<file path="config.mk">
export PLATFORM = sky130hd
export DESIGN_NAME = dds_serial_ctrl
export DESIGN_NICKNAME = d
export VERILOG_FILES = /design/src/dds_frame_rx.v /design/src/dds_serial_ctrl.v
export VERILOG_INCLUDE_DIRS = /design/src /design/src/src
export SDC_FILE = /design/constraint.sdc
export NUM_CORES = 1
export LEC_CHECK = 0
export BUFFER_PORTS_ARGS = -buffer_cell sky130_fd_sc_hd__buf_2
export CORE_MARGIN = 1.5
export CORE_UTILIZATION = 54
export CTS_CLUSTER_SIZE = 28
export DETAILED_ROUTE_END_ITERATION = 12
export HOLD_SLACK_MARGIN = 0.08
export PLACE_DENSITY = 0.75
export SYNTH_ARGS = -nofsm -noshare
export SYNTH_HDL_FRONTEND = slang
export SYNTH_SLANG_ARGS = --single-unit
</file>
<file path="constraint.sdc">
create_clock -name core_clk_i -period 4.8 [get_ports core_clk_i]
set_input_delay 1.44 -clock core_clk_i [delete_from_list [all_inputs] [get_ports core_clk_i]]
set_output_delay 1.44 -clock core_clk_i [all_outputs]
set_load 0.05 [all_outputs]
</file>
<file path="src/dds_defs.vh">
// constants for the dual dac serial update control block
`ifndef DDS_DEFS_VH
`define DDS_DEFS_VH

// ----------------------------------------------------------------
// frame layout
// ----------------------------------------------------------------
`define DDS_FRAME_BITS 24
`define DDS_FRAME_CNT 5'h18
`define DDS_CNT_MAX 5'h1F
`define DDS_CNT_W 5
`define DDS_DATA_W 16
`define DDS_RW_BIT 23
`define DDS_REG_HI 21
`define DDS_REG_LO 19
`define DDS_CH_HI 18
`define DDS_CH_LO 16
`define DDS_DATA_HI 15
`define DDS_DATA_LO 0

// ----------------------------------------------------------------
// register select codes
// ----------------------------------------------------------------
`define DDS_REG_DAC 3'h0
`define DDS_REG_RANGE 3'h1
`define DDS_REG_POWER 3'h2
`define DDS_REG_CTRL 3'h3

// ----------------------------------------------------------------
// channel address codes, and control-register sub addresses
// ----------------------------------------------------------------
`define DDS_CH_A 3'h0
`define DDS_CH_B 3'h1
`define DDS_CH_ALL 3'h4
`define DDS_CTRL_NOP 3'h0
`define DDS_CTRL_SET 3'h1
`define DDS_CTRL_CLEAR 3'h4

// ----------------------------------------------------------------
// control field positions and widths
// ----------------------------------------------------------------
`define DDS_SDO_DIS_BIT 0
`define DDS_CLR_SEL_BIT 1
`define DDS_RANGE_W 3
`define DDS_RANGE_HI 2
`define DDS_PWR_A_BIT 0
`define DDS_PWR_B_BIT 1

// ----------------------------------------------------------------
// range codes and code values
// ----------------------------------------------------------------
`define DDS_RANGE_UNI5 3'h0
`define DDS_RANGE_UNI10 3'h1
`define DDS_RANGE_UNI108 3'h2
`define DDS_RANGE_BIP5 3'h3
`define DDS_RANGE_BIP10 3'h4
`define DDS_RANGE_BIP108 3'h5
`define DDS_CODE_ZERO 16'h0000
`define DDS_CODE_MID 16'h8000
`define DDS_SIGN_FLIP 16'h8000
`define DDS_RB_PAD 8'h00

`endif

</file>
<file path="src/dds_frame_rx.v">
// serial link front end: pin sampling, 24-bit shifter, frame check
`default_nettype none
`include "dds_defs.vh"

module dds_frame_rx (
    // clock and reset
    input wire clk_i,
    input wire rst_n_i,
    input wire clk_en_i,
    // link pins
    input wire sclk_i,
    input wire frame_sync_n_i,
    input wire serial_in_i,
    // readback load
    input wire load_i,
    input wire [`DDS_FRAME_BITS-1:0] load_word_i,
    // frame results
    output reg frame_end_o,
    output reg frame_ok_o,
    output reg [`DDS_FRAME_BITS-1:0] word_o,
    output reg frame_idle_o,
    output reg serial_out_o
);

// ----------------------------------------------------------------
// pin synchronisers: bit0 clock, bit1 sync, bit2 data
// ----------------------------------------------------------------
reg [2:0] pin_s1_r;
reg [2:0] pin_s2_r;
reg sclk_d_r;
reg [`DDS_FRAME_BITS-1:0] sr_r;
reg [`DDS_CNT_W-1:0] cnt_r;

wire sclk_fall = sclk_d_r & ~pin_s2_r[0];
wire sclk_rise = ~sclk_d_r & pin_s2_r[0];
wire active = ~pin_s2_r[1];
wire sync_fall = frame_idle_o & ~pin_s2_r[1];
wire sync_rise = ~frame_idle_o & pin_s2_r[1];
wire shift_en = active & sclk_fall;

// ----------------------------------------------------------------
// shifting and counting
// ----------------------------------------------------------------
always @(posedge clk_i or negedge rst_n_i) begin
    if (!rst_n_i) begin
        pin_s1_r <= 3'h3;
        pin_s2_r <= 3'h3;
        sclk_d_r <= 1'b1;
        frame_idle_o <= 1'b1;
        sr_r <= {`DDS_FRAME_BITS{1'b0}};
        cnt_r <= {`DDS_CNT_W{1'b0}};
        serial_out_o <= 1'b0;
        frame_end_o <= 1'b0;
        frame_ok_o <= 1'b0;
        word_o <= {`DDS_FRAME_BITS{1'b0}};
    end else if (clk_en_i) begin
        pin_s1_r <= {serial_in_i, frame_sync_n_i, sclk_i};
        pin_s2_r <= pin_s1_r;
        sclk_d_r <= pin_s2_r[0];
        frame_idle_o <= pin_s2_r[1];
        frame_end_o <= 1'b0;
        if (shift_en)
            sr_r <= {sr_r[`DDS_FRAME_BITS-2:0], pin_s2_r[2]};
        else if (load_i)
            sr_r <= load_word_i;
        if (sync_fall)
            cnt_r <= shift_en ? 5'h01 : 5'h00;
        else if (shift_en && cnt_r != `DDS_CNT_MAX)
            cnt_r <= cnt_r + 5'h01;
        // oldest bit leaves on rising edge
        // msb shown at frame start so the first fall can take it
        if (sync_fall)
            serial_out_o <= sr_r[`DDS_FRAME_BITS-1];
        else if (active && sclk_rise)
            serial_out_o <= sr_r[`DDS_FRAME_BITS-1];
        if (sync_rise) begin
            frame_end_o <= 1'b1;
            frame_ok_o <= (cnt_r == `DDS_FRAME_CNT);
            word_o <= sr_r;
        end
    end
end

endmodule

`default_nettype wire

</file>
<file path="src/dds_serial_ctrl.v">
// dual dac digital front end: frame decode, registers, update, clear
`default_nettype none
`include "dds_defs.vh"

module dds_serial_ctrl (
    // clock, enable and reset
    input wire core_clk_i,
    input wire clk_en_i,
    input wire reset_n_i,
    // serial link pins
    input wire sclk_i,
    input wire frame_sync_n_i,
    input wire serial_in_i,
    output wire serial_out_o,
    output reg serial_out_oe_o,
    // update and clear pins
    input wire load_outputs_n_i,
    input wire clear_outputs_n_i,
    input wire bipolar_coding_sel_i,
    // dac core side
    output reg [`DDS_DATA_W-1:0] dac_code_a_o,
    output reg [`DDS_DATA_W-1:0] dac_code_b_o,
    output reg [`DDS_RANGE_W-1:0] range_a_o,
    output reg [`DDS_RANGE_W-1:0] range_b_o,
    output reg [1:0] power_up_o,
    output reg frame_error_o
);

// ----------------------------------------------------------------
// helpers
// ----------------------------------------------------------------
function is_bipolar;
    input [`DDS_RANGE_W-1:0] rng;
    begin
        is_bipolar = (rng == `DDS_RANGE_BIP5) ||
                     (rng == `DDS_RANGE_BIP10) ||
                     (rng == `DDS_RANGE_BIP108);
    end
endfunction

// input word to straight binary code for the string dac
function [`DDS_DATA_W-1:0] to_code;
    input [`DDS_DATA_W-1:0] data;
    input [`DDS_RANGE_W-1:0] rng;
    input twos;
    begin
        if (is_bipolar(rng) && twos)
            to_code = data ^ `DDS_SIGN_FLIP;
        else
            to_code = data;
    end
endfunction

function ch_hit;
    input [2:0] ch;
    input idx;
    begin
        ch_hit = (ch == `DDS_CH_ALL) ||
                 (ch == (idx ? `DDS_CH_B : `DDS_CH_A));
    end
endfunction

// ----------------------------------------------------------------
// reset release and pin synchronisers
// ----------------------------------------------------------------
reg [1:0] rst_sync_r;
wire rst_n = rst_sync_r[1];

always @(posedge core_clk_i or negedge reset_n_i) begin
    if (!reset_n_i)
        rst_sync_r <= 2'h0;
    else
        rst_sync_r <= {rst_sync_r[0], 1'b1};
end

// bit0 load, bit1 clear, bit2 coding select
reg [2:0] pin_s1_r;
reg [2:0] pin_s2_r;
reg load_d_r;

always @(posedge core_clk_i or negedge rst_n) begin
    if (!rst_n) begin
        pin_s1_r <= 3'h3;
        pin_s2_r <= 3'h3;
        load_d_r <= 1'b1;
    end else if (clk_en_i) begin
        pin_s1_r <= {bipolar_coding_sel_i, clear_outputs_n_i,
                     load_outputs_n_i};
        pin_s2_r <= pin_s1_r;
        load_d_r <= pin_s2_r[0];
    end
end

wire load_n = pin_s2_r[0];
wire clear_n = pin_s2_r[1];
wire twos_sel = pin_s2_r[2];
wire load_fall = load_d_r & ~load_n;

// ----------------------------------------------------------------
// link front end
// ----------------------------------------------------------------
wire frame_end;
wire frame_ok;
wire frame_idle;
wire [`DDS_FRAME_BITS-1:0] word;
reg rb_load_r;
reg [`DDS_FRAME_BITS-1:0] rb_word_r;

dds_frame_rx u_rx (
    .clk_i(core_clk_i),
    .rst_n_i(rst_n),
    .clk_en_i(clk_en_i),
    .sclk_i(sclk_i),
    .frame_sync_n_i(frame_sync_n_i),
    .serial_in_i(serial_in_i),
    .load_i(rb_load_r),
    .load_word_i(rb_word_r),
    .frame_end_o(frame_end),
    .frame_ok_o(frame_ok),
    .word_o(word),
    .frame_idle_o(frame_idle),
    .serial_out_o(serial_out_o)
);

wire w_read = word[`DDS_RW_BIT];
wire [2:0] w_sel = word[`DDS_REG_HI:`DDS_REG_LO];
wire [2:0] w_ch = word[`DDS_CH_HI:`DDS_CH_LO];
wire [`DDS_DATA_W-1:0] w_data = word[`DDS_DATA_HI:`DDS_DATA_LO];

// ----------------------------------------------------------------
// register state
// ----------------------------------------------------------------
reg [`DDS_DATA_W-1:0] input_a_r;
reg [`DDS_DATA_W-1:0] input_b_r;
reg sdo_dis_r;
reg clr_sel_r;
reg read_active_r;

wire [`DDS_DATA_W-1:0] clr_code = clr_sel_r ? `DDS_CODE_MID :
                                              `DDS_CODE_ZERO;
wire valid = frame_end & frame_ok;
wire wr_dac = valid & ~w_read & (w_sel == `DDS_REG_DAC);
wire clr_cmd = valid & ~w_read & (w_sel == `DDS_REG_CTRL) &
               (w_ch == `DDS_CTRL_CLEAR);
// load level at frame close tells individual from simultaneous
wire indiv_upd = wr_dac & ~load_n;
wire all_upd = load_fall & frame_idle;
wire wr_a = wr_dac & ch_hit(w_ch, 1'b0) & power_up_o[`DDS_PWR_A_BIT];
wire wr_b = wr_dac & ch_hit(w_ch, 1'b1) & power_up_o[`DDS_PWR_B_BIT];

// readback source
reg [`DDS_DATA_W-1:0] rb_data;
always @* begin
    rb_data = `DDS_CODE_ZERO;
    case (w_sel)
        `DDS_REG_DAC:
            rb_data = (w_ch == `DDS_CH_B) ? input_b_r : input_a_r;
        `DDS_REG_RANGE:
            rb_data = {13'h0000,
                       (w_ch == `DDS_CH_B) ? range_b_o : range_a_o};
        `DDS_REG_POWER:
            rb_data = {14'h0000, power_up_o};
        `DDS_REG_CTRL:
            rb_data = {14'h0000, clr_sel_r, sdo_dis_r};
        default:
            rb_data = `DDS_CODE_ZERO;
    endcase
end

// ----------------------------------------------------------------
// frame decode and configuration
// ----------------------------------------------------------------
always @(posedge core_clk_i or negedge rst_n) begin
    if (!rst_n) begin
        // everything zero, powered down, 5 V unipolar
        input_a_r <= `DDS_CODE_ZERO;
        input_b_r <= `DDS_CODE_ZERO;
        range_a_o <= `DDS_RANGE_UNI5;
        range_b_o <= `DDS_RANGE_UNI5;
        power_up_o <= 2'h0;
        sdo_dis_r <= 1'b0;
        clr_sel_r <= 1'b0;
        read_active_r <= 1'b0;
        rb_load_r <= 1'b0;
        rb_word_r <= {`DDS_FRAME_BITS{1'b0}};
        frame_error_o <= 1'b0;
        serial_out_oe_o <= 1'b0;
    end else if (clk_en_i) begin
        rb_load_r <= 1'b0;
        frame_error_o <= frame_end & ~frame_ok;
        // enabled unless sdo disabled, else only through the frame after a read
        serial_out_oe_o <= ~sdo_dis_r | read_active_r;
        if (frame_end)
            read_active_r <= frame_ok & w_read;
        if (valid && w_read) begin
            rb_load_r <= 1'b1;
            rb_word_r <= {`DDS_RB_PAD, rb_data};
        end
        // powered-down channels keep their input value
        if (wr_a)
            input_a_r <= w_data;
        if (wr_b)
            input_b_r <= w_data;
        if (valid && !w_read) begin
            case (w_sel)
                `DDS_REG_RANGE: begin
                    if (ch_hit(w_ch, 1'b0))
                        range_a_o <= w_data[`DDS_RANGE_HI:0];
                    if (ch_hit(w_ch, 1'b1))
                        range_b_o <= w_data[`DDS_RANGE_HI:0];
                end
                `DDS_REG_POWER: begin
                    power_up_o <= {w_data[`DDS_PWR_B_BIT],
                                   w_data[`DDS_PWR_A_BIT]};
                end
                `DDS_REG_CTRL: begin
                    if (w_ch == `DDS_CTRL_SET) begin
                        sdo_dis_r <= w_data[`DDS_SDO_DIS_BIT];
                        clr_sel_r <= w_data[`DDS_CLR_SEL_BIT];
                    end
                end
                default: begin
                end
            endcase
        end
    end
end

// ----------------------------------------------------------------
// dac registers: clear, individual and simultaneous update
// ----------------------------------------------------------------
always @(posedge core_clk_i or negedge rst_n) begin
    if (!rst_n) begin
        dac_code_a_o <= `DDS_CODE_ZERO;
        dac_code_b_o <= `DDS_CODE_ZERO;
    end else if (clk_en_i) begin
        if (!clear_n || clr_cmd) begin
            // clear wins, pin blocks every update
            dac_code_a_o <= clr_code;
            dac_code_b_o <= clr_code;
        end else if (all_upd) begin
            // load fall with sync high updates both
            dac_code_a_o <= to_code(input_a_r, range_a_o, twos_sel);
            dac_code_b_o <= to_code(input_b_r, range_b_o, twos_sel);
        end else if (indiv_upd) begin
            // addressed channel, coding by range and pin
            if (wr_a)
                dac_code_a_o <= to_code(w_data, range_a_o, twos_sel);
            if (wr_b)
                dac_code_b_o <= to_code(w_data, range_b_o, twos_sel);
        end
    end
end

endmodule

`default_nettype wire

</file>
# Word-level counts from Yosys, hierarchy flattened
# Cells that the tools add are included.
[classes]
n_addsub = 1
n_eq_ne = 13
muxes = 25
bitwise = 31
n_reduce_logical = 37
[ops]
columns = ["cell", "count"]
rows = [
  ["$mux 16", 14],
  ["$pmux 16 s4", 1],
  ["$mux 24", 2],
  ["$and 1x1->1", 19],
  ["$reduce_and 2->1", 8],
  ["$eq 3x3->1 const B", 5],
  ["$eq 3x2->1 const B", 4],
  ["$reduce_and 4->1", 3],
  ["$not 1->1", 11],
  ["$mux 5", 2],
  ["$reduce_and 3->1", 3],
  ["$reduce_bool 3->1", 3],
  ["$logic_or 1x1->1", 7],
  ["$eq 3x1->1 const B", 2],
  ["$logic_and 1x1->1", 6],
  ["$logic_not 3->1", 2],
  ["$reduce_bool 2->1", 3],
  ["$add 5x1->5 const B", 1],
  ["$eq 5x5->1 const B", 1],
  ["$mux 1", 5],
  ["$ne 5x5->1 const B", 1],
  ["$mux 3", 1],
  ["$logic_not 1->1", 2],
  ["$or 1x1->1", 1],
]
[word_totals]
reg_bits = 167
inputBits = 9
output_inout_bits = 43
elab_cells = 135

# Longest topological paths before layout
[depth]
word_depth = 9
ltp_mapped = 8
mapped_depth_nobuf = 7

# Modules after synthesis
# A second synthesis with hierarchy kept.
[hier_totals]
hier_cells = 593
area_unflattened_um2 = 7669.9
[by_module_without_submodules]
columns = ["module", "instances", "cells_per_inst", "area_each_um2"]
rows = [
  ["dds_serial_ctrl", 1, 398, 4702.0],
  ["dds_frame_rx", 1, 195, 2967.8],
]

# Worst setup path before layout
# Ideal clock, no wire load.
[synth_timing]
path_type = "input port to flip-flop"
start = "input clk_en_i"
end = "register dac_code_b_o[10]"
setup_ps = 125
arrival_time_ps = 2751
setup_slack_ps = 1924
stages = 7
cell_sequence = "nand4b_1 > nor2_4 > and3_1 > buf_4 > a21boi_4 > buf_6 > mux2_4"
[synth_between]
elab_chain_cells = 1
[synth_rtl]
columns = ["element", "line_no", "source"]
rows = [
  ["start: declaration", "dds_serial_ctrl.v:8", "input wire clk_en_i,"],
  ["$reduce_and 3->1 (no source line)", "--", ""],
  ["end signal: assignment", "dds_serial_ctrl.v:235", "dac_code_b_o <= `DDS_CODE_ZERO;"],
  ["end signal: assignment", "dds_serial_ctrl.v:240", "dac_code_b_o <= clr_code;"],
  ["end signal: assignment", "dds_serial_ctrl.v:244", "dac_code_b_o <= to_code(input_b_r, range_b_o, twos_sel);"],
  ["end: declaration", "dds_serial_ctrl.v:22", "output reg [`DDS_DATA_W-1:0] dac_code_b_o,"],
]
# Every way passes these cells.
# A chain may end at the register's enable or synchronous reset.

# Final worst setup path
[layout_timing]
start = "input clk_en_i"
end = "register dac_code_a_o[12]"
[layout_between]
elab_chain_cells = 1
[layout_rtl]
columns = ["element", "line_no", "source"]
rows = [
  ["$reduce_and 3->1 (no source line)", "--", ""],
  ["end signal: assignment", "dds_serial_ctrl.v:234", "dac_code_a_o <= `DDS_CODE_ZERO;"],
  ["end signal: assignment", "dds_serial_ctrl.v:239", "dac_code_a_o <= clr_code;"],
  ["end signal: assignment", "dds_serial_ctrl.v:243", "dac_code_a_o <= to_code(input_a_r, range_a_o, twos_sel);"],
  ["end: declaration", "dds_serial_ctrl.v:21", "output reg [`DDS_DATA_W-1:0] dac_code_a_o,"],
]
# Every way passes these cells.

==> metrics <==
total power after layout 3.16 mW; post-synthesis cell count 595; average vias per placed instance 5.65; Post-synth EDFFs 0; clock tree from TritonCTS done; Setup Crit Path Kind in2reg; outcome complete, no violations; capturing element type of the critical path flip-flop; worst hold path class reg2reg; clock net sink count 166; wire length of the first global-routing pass 25,600 µm; GR Layer Usage met3 5.23%; switching power total 743 µW; global-route usage over all layers 23.1%; vias in the first global route 4,974; number of antenna violations at the first check in global routing 0; DR vias 4,694; Die Height 120 µm; Worst VDD drop 0.282 mV; Synth-to-Final Area Change 14.0%; Final GP Congestion 0.801; post-CTS setup buffers 0; fraction of power consumed by combinational cells 7.7%; cell depth of the worst min-delay path 0; Area contributors post-synth dfrtp_1 (53%), mux2_2 (14%), mux2i_1 (5.3%), nand2_1 (4.3%), mux2_4 (4.1%); dominant synthesized flop cell dfrtp_1; synthesized flop and latch total 166; number of violations of the max-capacitance limit 0; Ports 52; post-placement cell area 0.00777 mm²; number of buffers on the longest clock path 2; summed area of non-filler cells in the final layout 0.00840 mm²; first-pass detailed-route iteration total 4; chip width 120 µm; part of the power in the clock network 45.3%; Clk Latency, worst-skew pair 0.42 ns; number of slew-limit violations in the final report 0; sum of negative setup slack 0 ns; most instantiated cells after synthesis dfrtp_1 (155), mux2_2 (92), nand2_1 (85); normalized max-slew margin 23.3%; final-stage net count 654; unrepaired setup endpoints after global routing false; static leakage 3.95 nW; number of inserted diodes 0; number of buffers added by the clock tree synthesis step 17; count of warnings emitted by yosys 0; data required time of the worst path 5.11 ns; clock slew at the register clock pins of the worst setup and hold paths 0.06 ns; portion of synthesized cell area occupied by the leading cell type 52.7%; Worst Reg-to-Reg Cells 5; areal power density over the cells 376 mW/mm²; Placed Instances 799; Global Route met2 Usage 39.5%; startpoint kind of the worst setup timing path primary input; detailed-route DRC error count 0; critical-path maximum fanout 17; max frequency 311 MHz; Post-Route Skew 0.00720 ns; number of hold buffers added after CTS 0; cell accounting for the most synthesized area dfrtp_1; Detailed Place HPWL 9810 µm; Mapped Area 0.00736 mm²; Root Buffer Master clkbuf_16; Avg Inst Size Synth 12.4 µm²; Post-Synthesis Net Count 607; min Tclk post-route 3.22 ns; largest net degree at the start of global routing 165; final setup violation count 0; starting density of the core 55.4%; proportion of total power due to net switching 23.5%; antenna viol nets, final 0; end of the worst hold path rst_sync_r[1]$_DFF_PN0_; layer with the highest usage met2; worst slew pin tran 1.15 ns; global routing usage on met1 29.2%; final standard cell count with taps included and fillers excluded 831; Register-to-Register Setup Slack 1.81 ns; Cell variety after synth 46; beginning of the worst register-to-register path pin_s2_r[0]$_DFFE_PN1P_; Buffers on Ports 51; total grt overflow 0; largest incremental delay on the critical path 0.60 ns; fraction of final layout cells sized beyond drive strength 1 34.2%; startpoint of the worst hold path rst_sync_r[0]$_DFF_PN0_; Critical-path top delay cell o21a_1; cells along the critical path buf_2 > nand4b_1 > nor2_4 > nand3_4 > o21a_1 > mux2_4; Post-CTS Resized 0; cell with the most instances after synthesis dfrtp_1; routed wire length 15,200 µm; endpoint arrival time on the critical path 3.52 ns; post-DR wirelength/cell 18.3 µm; Core Footprint 0.0133 mm²; sequential share of power 47.0%; fraction of the yosys area taken by sequential cells 56.6%; share of flip-flops with an asynchronous set or reset 100%; full die area 0.0143 mm²; setup slack of the critical path after layout 1.58 ns; Site Rows 42; internal power 2.41 mW; level count of the clock H-tree 4; number of hold violations in the final report 0; Reg-to-Reg End dac_code_a_o[5]$_DFFE_PN0P_; Initial DRC Count 352; minimum setup slack after placement 1.14 ns; share of the clock period used by the worst path 67.0%
-- through the flow --
stage               hold WS (ns)  utilization [%]
CTS                        0.366             63.2
global route               0.373             63.2
global placement           0.344             58.5
floorplan                  0.331                -
finish                     0.362             63.2
detailed placement         0.342             58.5
-- area by class of cell --
type / instances / area [µm²]
Fill cell: 1003 / 4900
Clock inverter: 12 / 175
Timing Repair Buffer: 60 / 335
Multi-Input combinational cell: 390 / 3020
Sequential cell: 166 / 4170
Tap cell: 176 / 220
Clock buffer: 20 / 447
Inverter: 7 / 26.3
-- worst max-delay path by stage --
stage	startpoint	endpoint	slack, ns	cells after the start
global placement	clk_en_i	dac_code_a_o[10]$_DFFE_PN0P_	1.22	6
global route	clk_en_i	dac_code_a_o[1]$_DFFE_PN0P_	1.43	6
floorplan	clk_en_i	dac_code_b_o[10]$_DFFE_PN0P_	1.92	7
finish	clk_en_i	dac_code_a_o[12]$_DFFE_PN0P_	1.58	6
CTS	clk_en_i	dac_code_a_o[12]$_DFFE_PN0P_	1.58	6
detailed placement	clk_en_i	dac_code_a_o[12]$_DFFE_PN0P_	1.14	6
-- flip-flops by register name, summed over array words and instances, names as in the netlist, 2 cells and up --
signal	flops
u_rx.sr_r	24
u_rx.word_o	23
dac_code_a_o	16
dac_code_b_o	16
input_a_r	16
input_b_r	16
rb_word_r	16
u_rx.cnt_r	5
pin_s1_r	3
pin_s2_r	3
range_a_o	3
range_b_o	3
u_rx.pin_s1_r	3
u_rx.pin_s2_r	3
power_up_o	2
rst_sync_r	2
-- kinds of logic after synthesis --
| kind of cell | count (synthesis) | synth area share, % |
|---|---|---|
| buffers and inverters | 39 | 2.63 |
| xor gates and xnor gates | 4 | 0.476 |
| adders and majority gates | 3 | 0.510 |
| muxes | 151 | 23.4 |
| other | 1 | 0.0509 |
| AOI/OAI and AO/OA | 97 | 7.71 |
| DFF | 166 | 56.6 |
| and+or+nand+nor | 134 | 8.56 |
-- cells in the final DEF, fill, tap and decap left out, drive strengths merged, types with 11 or more instances in the layout --
master	instances
a21oi	32
dfstp	11
a22o	11
mux2i	39
mux2	112
buf	60
nand2	85
dfrtp	155
nor2	14
o21ai	46
clkbuf	20
-- critical path: cells and delay by family --
family                 cells  cell delay [ns]
muxes                      1             0.43
AOI/OAI and AO/OA          1             0.60
buffers and inverters      1             0.26
and+or+nand+nor            3             0.78
-- metal layers --
layer  part of all wire, %  wire (µm)  vias up
met5                     0          0        -
met4                   1.7        251        0
met3                   3.6        543       22
met2                    52       7930       94
met1                    43       6450     2399
li1                      -          -     2179
-- power by group through the flow --
| stage | clock network [mW] | logic, mW | registers [mW] |
|---|---|---|---|
| after floorplan | 0 | 0.161 | 1.52 |
| after global placement | 0 | 0.232 | 1.51 |
| after detailed placement | 0 | 0.245 | 1.51 |
| after CTS | 1.46 | 0.246 | 1.48 |
| after global routing | 1.51 | 0.268 | 1.49 |
| final | 1.43 | 0.243 | 1.48 |
Power figures use the tool's default switching activity.
